<file path="src/ast_pkg.sv">
// What this block does
// - Gate on: start waiting, ignore frame triggers.
// - Start event moves to waiting-for-frame state.
// - Count frames; at burst count re-arm.
// - Each new burst needs fresh start event.
// - Start taken from exactly one selected origin.
// - Software origin: each fire is one event.
// - CC origin: use edges of the selected polarity on that line.
// - Rising polarity: only low-to-high transitions count.
// - Falling polarity: only high-to-low transitions count.
// - Burst setting holds values 1 to 255.
// - Gate off: start events generated internally.
// - Discard frame triggers in waiting-for-start state.
// - Fire register issues one event, self-clears.
package ast_pkg;

   // Register byte offsets.
   localparam int unsigned   AST_AW          = 4;
   localparam logic [3:0]    AST_CTRL_OFS    = 4'h0;
   localparam logic [3:0]    AST_BURST_OFS   = 4'h4;
   localparam logic [3:0]    AST_FIRE_OFS    = 4'h8;
   localparam logic [3:0]    AST_STATUS_OFS  = 4'hc;

   // Control register field positions.
   localparam int unsigned   AST_CTRL_EN_BIT   = 0;
   localparam int unsigned   AST_CTRL_SRC_LSB  = 1;
   localparam int unsigned   AST_CTRL_SRC_MSB  = 3;
   localparam int unsigned   AST_CTRL_POL_BIT  = 4;
   localparam int unsigned   AST_CTRL_DIR_BIT  = 5;

   // Status register field positions.
   localparam int unsigned   AST_STS_ACQ_BIT   = 0;
   localparam int unsigned   AST_STS_FRM_BIT   = 1;
   localparam int unsigned   AST_STS_CNT_LSB   = 8;
   localparam int unsigned   AST_STS_CNT_MSB   = 15;

   // Origin encodings of the control source field.
   localparam logic [2:0]    AST_SRC_SW      = 3'h0;
   localparam logic [2:0]    AST_SRC_GP      = 3'h1;
   localparam logic [2:0]    AST_SRC_CC1     = 3'h2;
   localparam logic [2:0]    AST_SRC_CC2     = 3'h3;
   localparam logic [2:0]    AST_SRC_CC3     = 3'h4;

   // Reset values and the smallest legal burst.
   localparam logic [5:0]    AST_CTRL_RST    = 6'h00;
   localparam logic [7:0]    AST_BURST_RST   = 8'h01;
   localparam logic [7:0]    AST_BURST_MIN   = 8'h01;

   // Number of hardware trigger lines: the GP pin and three CC lines.
   localparam int unsigned   AST_NUM_LINES   = 4;

   typedef enum logic [1:0] {
      AST_ST_OFF,
      AST_ST_WAIT_ACQ,
      AST_ST_WAIT_FRAME
   } ast_state_type;

endpackage

</file>
<file path="src/ast_edge_if.sv">
`timescale 1ns/1ps
// Carries raw trigger lines, selection and the qualified start pulse.
interface ast_edge_if;
   logic [3:0]    hw_lines;
   logic [2:0]    src_sel;
   logic          fall_pol;
   logic          gp_is_input;
   logic          start_pulse;

   modport core (
      output hw_lines,
      output src_sel,
      output fall_pol,
      output gp_is_input,
      input  start_pulse
   );

   modport edge_end (
      input  hw_lines,
      input  src_sel,
      input  fall_pol,
      input  gp_is_input,
      output start_pulse
   );
endinterface

</file>
<file path="src/ast_gate.sv">
`timescale 1ns/1ps
module ast_gate
   import ast_pkg::*;
(
   input  wire logic          pclk,
   input  wire logic          presetn,
   input  wire logic          psel,
   input  wire logic          penable,
   input  wire logic          pwrite,
   input  wire logic [11:0]   paddr,
   input  wire logic [31:0]   pwdata,
   output logic      [31:0]   prdata,
   output logic               pready,
   output logic               pslverr,
   input  wire logic          gp_line_in,
   input  wire logic [2:0]    cc_line_in,
   input  wire logic          frame_trig_in,
   output logic               frame_start_out,
   output logic               acq_waiting,
   output logic               frame_waiting,
   output logic               gp_pin_direction
);

   ast_edge_if edge_bus ();

   logic [5:0]       ctrl_ff;
   logic [5:0]       nxt_ctrl;
   logic [7:0]       burst_ff;
   logic [7:0]       nxt_burst;
   logic             fire_ff;
   logic             nxt_fire;
   logic [31:0]      prdata_ff;
   logic [31:0]      nxt_prdata;
   logic             pready_ff;
   logic             nxt_pready;
   logic             pslverr_ff;
   logic             nxt_pslverr;
   ast_state_type    state_ff;
   ast_state_type    nxt_state;
   logic [7:0]       cnt_ff;
   logic [7:0]       nxt_cnt;
   logic             frame_start_ff;
   logic             nxt_frame_start;
   logic             acq_wait_ff;
   logic             frame_wait_ff;
   logic             gate_en;
   logic [2:0]       src_sel;
   logic             start_evt;
   logic             wr_take;
   logic             wr_fire;
   logic             hit;
   logic [3:0]       ofs;
   logic [8:0]       cnt_plus;

   assign gate_en = ctrl_ff[AST_CTRL_EN_BIT];
   assign src_sel = ctrl_ff[AST_CTRL_SRC_MSB:AST_CTRL_SRC_LSB];
   assign ofs     = paddr[AST_AW-1:0];
   assign hit     = (paddr[11:AST_AW] == 8'h00);

   // A write lands only at the edge where the access phase sees pready.
   assign wr_take = psel & penable & pready_ff & pwrite;
   assign wr_fire = wr_take & hit & (ofs == AST_FIRE_OFS) & pwdata[0];

   // Edge selector gets the raw pins; it owns their synchronisers.
   assign edge_bus.hw_lines    = {cc_line_in, gp_line_in};
   assign edge_bus.src_sel     = src_sel;
   assign edge_bus.fall_pol    = ctrl_ff[AST_CTRL_POL_BIT];
   assign edge_bus.gp_is_input = ctrl_ff[AST_CTRL_DIR_BIT];

   ast_edge_sel #(
      .NUM_LINES (AST_NUM_LINES)
   ) u_edge (
      .pclk    (pclk),
      .presetn (presetn),
      .ifc     (edge_bus)
   );

   // Exactly one origin feeds the start event; unused codes give none.
   always_comb begin
      start_evt = 1'b0;
      if (src_sel == AST_SRC_SW) begin
         start_evt = fire_ff;
      end else if (src_sel <= AST_SRC_CC3) begin
         start_evt = edge_bus.start_pulse;
      end
   end

   // APB next values; every access takes one wait cycle, so pready is
   // registered and the read data is ready in the same cycle.
   always_comb begin
      nxt_ctrl    = ctrl_ff;
      nxt_burst   = burst_ff;
      nxt_pready  = psel & penable & ~pready_ff;
      nxt_prdata  = prdata_ff;
      nxt_pslverr = 1'b0;
      // A fire write always wins over the self-clear.
      nxt_fire    = wr_fire;
      if (nxt_pready) begin
         nxt_prdata = 32'h0000_0000;
         if (!hit) begin
            nxt_pslverr = 1'b1;
         end else if (ofs == AST_CTRL_OFS) begin
            nxt_prdata[5:0] = ctrl_ff;
         end else if (ofs == AST_BURST_OFS) begin
            nxt_prdata[7:0] = burst_ff;
         end else if (ofs == AST_FIRE_OFS) begin
            nxt_prdata[0] = fire_ff;
         end else if (ofs == AST_STATUS_OFS) begin
            nxt_prdata[AST_STS_ACQ_BIT] = acq_wait_ff;
            nxt_prdata[AST_STS_FRM_BIT] = frame_wait_ff;
            nxt_prdata[AST_STS_CNT_MSB:AST_STS_CNT_LSB] = cnt_ff;
         end else begin
            nxt_pslverr = 1'b1;
         end
      end
      if (wr_take && hit) begin
         if (ofs == AST_CTRL_OFS) begin
            nxt_ctrl = pwdata[5:0];
         end else if (ofs == AST_BURST_OFS) begin
            // Zero is outside the legal range and is dropped.
            if (pwdata[7:0] >= AST_BURST_MIN) begin
               nxt_burst = pwdata[7:0];
            end
         end
      end
   end

   always_ff @(posedge pclk or negedge presetn) begin
      if (!presetn) begin
         ctrl_ff    <= AST_CTRL_RST;
         burst_ff   <= AST_BURST_RST;
         fire_ff    <= 1'b0;
         pready_ff  <= 1'b0;
         prdata_ff  <= 32'h0000_0000;
         pslverr_ff <= 1'b0;
      end else begin
         ctrl_ff    <= nxt_ctrl;
         burst_ff   <= nxt_burst;
         fire_ff    <= nxt_fire;
         pready_ff  <= nxt_pready;
         prdata_ff  <= nxt_prdata;
         pslverr_ff <= nxt_pslverr;
      end
   end

   assign cnt_plus = {1'b0, cnt_ff} + 9'h001;

   // Gate state machine. The count is compared with at-least so that a
   // burst lowered mid-burst still ends the burst instead of wrapping.
   always_comb begin
      nxt_state       = state_ff;
      nxt_cnt         = cnt_ff;
      nxt_frame_start = 1'b0;
      case (state_ff)
         AST_ST_OFF: begin
            // Start events are internal here, so every trigger passes.
            nxt_frame_start = frame_trig_in;
            if (gate_en) begin
               nxt_state = AST_ST_WAIT_ACQ;
               nxt_cnt   = 8'h00;
            end
         end
         AST_ST_WAIT_ACQ: begin
            // Frame triggers are dropped here.
            nxt_frame_start = 1'b0;
            if (start_evt) begin
               nxt_state = AST_ST_WAIT_FRAME;
               nxt_cnt   = 8'h00;
            end
         end
         AST_ST_WAIT_FRAME: begin
            nxt_frame_start = frame_trig_in;
            if (frame_trig_in) begin
               nxt_cnt = cnt_plus[7:0];
               if (cnt_plus >= {1'b0, burst_ff}) begin
                  nxt_state = AST_ST_WAIT_ACQ;
                  nxt_cnt   = 8'h00;
               end
            end
         end
         default: begin
            nxt_state = AST_ST_OFF;
         end
      endcase
      if (!gate_en) begin
         nxt_state = AST_ST_OFF;
         nxt_cnt   = 8'h00;
      end
   end

   always_ff @(posedge pclk or negedge presetn) begin
      if (!presetn) begin
         state_ff       <= AST_ST_OFF;
         cnt_ff         <= 8'h00;
         frame_start_ff <= 1'b0;
         acq_wait_ff    <= 1'b0;
         frame_wait_ff  <= 1'b0;
      end else begin
         state_ff       <= nxt_state;
         cnt_ff         <= nxt_cnt;
         frame_start_ff <= nxt_frame_start;
         acq_wait_ff    <= (nxt_state == AST_ST_WAIT_ACQ);
         frame_wait_ff  <= (nxt_state == AST_ST_WAIT_FRAME);
      end
   end

   // All outputs are flip-flops.
   assign prdata           = prdata_ff;
   assign pready           = pready_ff;
   assign pslverr          = pslverr_ff;
   assign frame_start_out  = frame_start_ff;
   assign acq_waiting      = acq_wait_ff;
   assign frame_waiting    = frame_wait_ff;
   assign gp_pin_direction = ctrl_ff[AST_CTRL_DIR_BIT];
endmodule

</file>
<file path="src/ast_edge_sel.sv">
`timescale 1ns/1ps
module ast_edge_sel
   import ast_pkg::*;
#(
   parameter int unsigned NUM_LINES = AST_NUM_LINES
) (
   input  wire logic   pclk,
   input  wire logic   presetn,
   ast_edge_if.edge_end ifc
);

   // The carrier has exactly four line wires, so other counts are refused.
   if (NUM_LINES != AST_NUM_LINES) begin : g_bad_lines
      $error("ast_edge_sel serves exactly four trigger lines.");
   end

   logic [NUM_LINES-1:0] meta_ff;
   logic [NUM_LINES-1:0] sync_ff;
   logic [NUM_LINES-1:0] prev_ff;
   logic [NUM_LINES-1:0] edge_hit;
   logic                 pulse_ff;
   logic                 nxt_pulse;
   logic                 line_ok;

   // Per line: two-stage synchroniser, a history stage and an edge test.
   // Edges are found per line before selection, so switching the origin
   // cannot fake an edge out of two different lines.
   genvar gi;
   generate
      for (gi = 0; gi < NUM_LINES; gi++) begin : g_line
         always_ff @(posedge pclk or negedge presetn) begin
            if (!presetn) begin
               meta_ff[gi] <= 1'b0;
               sync_ff[gi] <= 1'b0;
               prev_ff[gi] <= 1'b0;
            end else begin
               meta_ff[gi] <= ifc.hw_lines[gi];
               sync_ff[gi] <= meta_ff[gi];
               prev_ff[gi] <= sync_ff[gi];
            end
         end
         // Falling polarity looks for high-to-low, rising for low-to-high.
         assign edge_hit[gi] = ifc.fall_pol ?
                               (prev_ff[gi] & ~sync_ff[gi]) :
                               (~prev_ff[gi] & sync_ff[gi]);
      end
   endgenerate

   // Only the selected hardware origin may raise the pulse.
   always_comb begin
      line_ok   = 1'b0;
      nxt_pulse = 1'b0;
      if (ifc.src_sel == AST_SRC_GP) begin
         line_ok   = ifc.gp_is_input;
         nxt_pulse = edge_hit[0] & line_ok;
      end else if (ifc.src_sel == AST_SRC_CC1) begin
         nxt_pulse = edge_hit[1];
      end else if (ifc.src_sel == AST_SRC_CC2) begin
         nxt_pulse = edge_hit[2];
      end else if (ifc.src_sel == AST_SRC_CC3) begin
         nxt_pulse = edge_hit[3];
      end
   end

   // Registered pulse, one cycle per qualified transition.
   always_ff @(posedge pclk or negedge presetn) begin
      if (!presetn) begin
         pulse_ff <= 1'b0;
      end else begin
         pulse_ff <= nxt_pulse;
      end
   end

   assign ifc.start_pulse = pulse_ff;
endmodule

</file>
<file path="config.mk">
export PLATFORM = sky130hd
export DESIGN_NAME = ast_gate
export DESIGN_NICKNAME = d
export VERILOG_FILES = /design/src/ast_pkg.sv /design/src/ast_edge_if.sv /design/src/ast_gate.sv /design/src/ast_edge_sel.sv
export SDC_FILE = /design/constraint.sdc
export NUM_CORES = 1
export LEC_CHECK = 0
export BUFFER_PORTS_ARGS = -buffer_cell sky130_fd_sc_hd__buf_2
export CAP_MARGIN = 10
export CORE_MARGIN = 2
export CORE_UTILIZATION = 30
export DETAILED_ROUTE_END_ITERATION = 8
export PLACE_DENSITY = 0.53
export SYNTH_ARGS = -nofsm -noshare
export SYNTH_HDL_FRONTEND = slang
export SYNTH_SLANG_ARGS = --single-unit
export TNS_END_PERCENT = 1
</file>
<file path="constraint.sdc">
create_clock -name pclk -period 2.3 [get_ports pclk]
set_input_delay 0.115 -clock pclk [delete_from_list [all_inputs] [get_ports pclk]]
set_output_delay 0.115 -clock pclk [all_outputs]
set_load 0.05 [all_outputs]
</file>
==> results.json <==
{
  "grt.total_usage_pct": 13.6,
  "worstMarginPinSlew_ns": 1.08,
  "cts_htree_levels": 3,
  "fin_cells": 434,
  "root_buffer": "clkbuf_8",
  "worstPathMaxFanout": 8,
  "hold_viol": 0,
  "gp_congestion": 0.778,
  "grt_max_degree": 40,
  "seq_area_frac_synth_pct": 53.7,
  "wl_um": 6270,
  "clk_pin_slew_ns": 0.06,
  "nNetsFinal": 383,
  "viasPerCell": 4.77,
  "worstPathArrival_ns": 2.66,
  "drtIter0Drc": 52,
  "ant_nets": 0,
  "postSynthCellCount": 239,
  "numCtsBuffers": 9,
  "synth_fa_ha_area_share_pct": 4.09,
  "placed_cells": 411,
  "vdd_drop_max_mv": 0.229,
  "clk_latency_ns": 0.34,
  "async_flop_share_pct": 100,
  "crit_type": "reg -> reg",
  "placed_cell_area_um2": 3210,
  "outcome": "finished with violations",
  "reg2reg_depth": 11,
  "syn_to_final_growth_pct": 26.1,
  "period_minus_slack_ns": 2.45,
  "leakage_nw": 1.77,
  "rsz0062_at_grt": "true",
  "dp_hpwl_um": 4700,
  "synth-simple-area-share_pct": 11.1,
  "synth-compound-area-share_pct": 13.0,
  "maxCapViolCount": 0,
  "hold_depth": 2,
  "drc_errors": 0,
  "rows": 34,
  "muxShareOfSynthArea_pct": 8.77,
  "finalMaxSlewViolations": 0,
  "powerDensity_nw_per_um2": 585,
  "drt-wirelength-per-cell_um": 14.4,
  "design_area_um2": 3470,
  "start_util_pct": 31.3,
  "yosys.cell_types.count": 46,
  "post-route-period-util_pct": 106,
  "die_h_um": 99.8,
  "synth_area_um2": 2750,
  "ctsLongestPathBuffers": 2,
  "synth_xor_area_share_pct": 1.91,
  "ios": 92,
  "ys_ff_latch": 59,
  "fmax_mhz": 408,
  "grt_first_pass_wirelength_um": 10400,
  "finalSetupViolCount": 12,
  "cts_sinks": 59,
  "max_slew_margin_pct": 27.8,
  "hp-class": "in -> reg",
  "synth_top_family_by_area": "compound AO/OA/AOI/OAI gates",
  "grt_overflow": 0,
  "grt_pass1_vias": 2109,
  "cp-end-kind": "flip-flop",
  "synth.avg_cell_area_um2": 11.5,
  "clock_skew_ns": 0.0114,
  "core_um2": 8810,
  "drive_gt1_share_pct": 33.5,
  "ys.flop_type": "dfrtp_1",
  "drt_pre_antenna_iters": 4,
  "crit_required_ns": 2.52,
  "vias": 2071,
  "synth_edf_count": 0,
  "violations": "setup timing",
  "fin_ws_ns": -0.148,
  "synth_warnings": 0,
  "antenna_found_initial": 1,
  "setup.worst_path.start_class": "flip-flop",
  "die_w_um": 99.8,
  "cts_tree": "built",
  "numPortBuffers": 51,
  "die-area_um2": 9960
}
sequential cells by signal, indices dropped and copies added, names as in the netlist:
signal / count
fire_ff: 1
u_edge.prev_ff: 4
prdata: 16
burst_ff: 8
frame_waiting: 1
ctrl_ff: 6
pready: 1
frame_start_out: 1
acq_waiting: 1
state_ff: 2
u_edge.meta_ff: 4
pslverr: 1
u_edge.ifc.start_pulse: 1
cnt_ff: 8
u_edge.sync_ff: 4
cell families (layout without fill, tap and decap cells):
family / after synthesis / count (layout)
flops: 59 / 59
simple gates: 58 / 58
buf+inv: 37 / 108
fa+ha+maj: 9 / 9
xor+xnor: 6 / 6
other cells: 1 / 17
compound gates: 48 / 48
mux: 21 / 21
per-stage QoR:
step	util [%]	worst slack, ns	total power [mW]	hold slack, ns	TNS (ns)
detailed placement	36.4	-0.206	1.23	0.224	-1.20
floorplan	-	-0.0644	1.19	-0.181	-0.223
global route	39.4	-0.293	2.12	0.0300	-3.01
finish	39.4	-0.148	2.03	0.0367	-0.763
CTS	39.0	-0.146	2.06	0.0248	-0.936
global placement	36.4	-0.131	1.23	0.223	-0.816
final timing paths:
| path | slack (ns) | start | endpoint |
|---|---|---|---|
| max | -0.15 | cnt_ff[1]$_DFFE_PN0P_ | cnt_ff[0]$_DFFE_PN0P_ |
| min | 0.04 | pwdata[1] | burst_ff[1]$_DFFE_PN0P_ |
| max reg2reg | -0.15 | cnt_ff[1]$_DFFE_PN0P_ | cnt_ff[0]$_DFFE_PN0P_ |
| min reg2reg | 0.35 | u_edge.meta_ff[1]$_DFF_PN0_ | u_edge.sync_ff[1]$_DFF_PN0_ |
| max in group asynchronous | 1.16 | presetn | prdata[6]$_DFFE_PN0P_ |
| min in group asynchronous | 0.44 | presetn | u_edge.meta_ff[3]$_DFF_PN0_ |
metal layers:
| layer | track usage, % | routed length (µm) | up-vias |
|---|---|---|---|
| li1 | - | - | 997 |
| met1 | 18.4 | 3060 | 998 |
| met2 | 20.2 | 2660 | 65 |
| met3 | 4.32 | 426 | 11 |
| met4 | 6.01 | 115 | 0 |
| met5 | 0 | 0 | - |
final cells by class:
class / instances / area, µm²
Antenna cell: 1 / 2.50
Sequential cell: 59 / 1480
Tap cell: 108 / 135
Inverter: 16 / 60.1
Timing Repair Buffer: 76 / 455
Fill cell: 870 / 5330
Clock inverter: 5 / 28.8
Clock buffer: 11 / 141
Multi-Input combinational cell: 158 / 1170
placed cells by master (no fill, tap or decap), drive strengths merged, types with 2 or more instances in the layout:
cell type    count
a211oi           3
a21oi            5
a22o            15
a32o             2
buf             71
clkbuf          11
clkinv           5
conb            16
dfrtp           58
dlygate4sd3      5
ha               9
inv             16
mux2            15
mux2i            5
nand2           21
nand2b           2
nand3            7
nand4            2
nor2             9
nor3             6
nor4             5
o211a            2
o21a             2
o21ai           10
o32ai            3
xnor2            4
xor2             2
power breakdown:
part / total, mW / internal (mW) / switching, mW
clock network: 0.815 / 0.414 / 0.401
registers: 1.06 / 1.05 / 0.00575
logic: 0.160 / 0.0367 / 0.123
cells in the mapped netlist, types with 3 or more instances:
cell type	instances	area share, %
nor3_1	5	0.91
a21oi_1	5	0.91
nand2_1	21	2.9
a211oi_1	3	0.82
nor2_1	8	1.1
nand3_1	6	1.1
ha_1	9	4.1
o32ai_1	3	0.95
buf_4	17	4.6
o21ai_0	9	1.6
mux2i_1	5	1.8
dfrtp_1	58	53
nor4_2	3	1.4
mux2_2	6	2.5
inv_1	16	2.2
clkbuf_1	3	0.41
a22o_1	15	4.8
mux2_1	9	3.7
xnor2_1	4	1.3
repair_timing:
item                                   CTS  global route
endpoints found under the hold margin   40             0
resized for setup                        1             6
pin swaps                                0             0
hold buffers                             5             0
buffers inserted                         0             1
setup endpoints to repair               12            12
worst max-delay path, cell delays in order (launching register included):
cell	delay, ns
dfrtp_1	0.40
nand3_1	0.12
or3_4	0.36
xnor2_2	0.15
ha_1	0.27
o21a_1	0.13
o21ai_2	0.06
a211oi_2	0.18
buf_4	0.16
nor4_4	0.03
buf_4	0.18
mux2_1	0.29
Power figures use the tool's default switching activity.
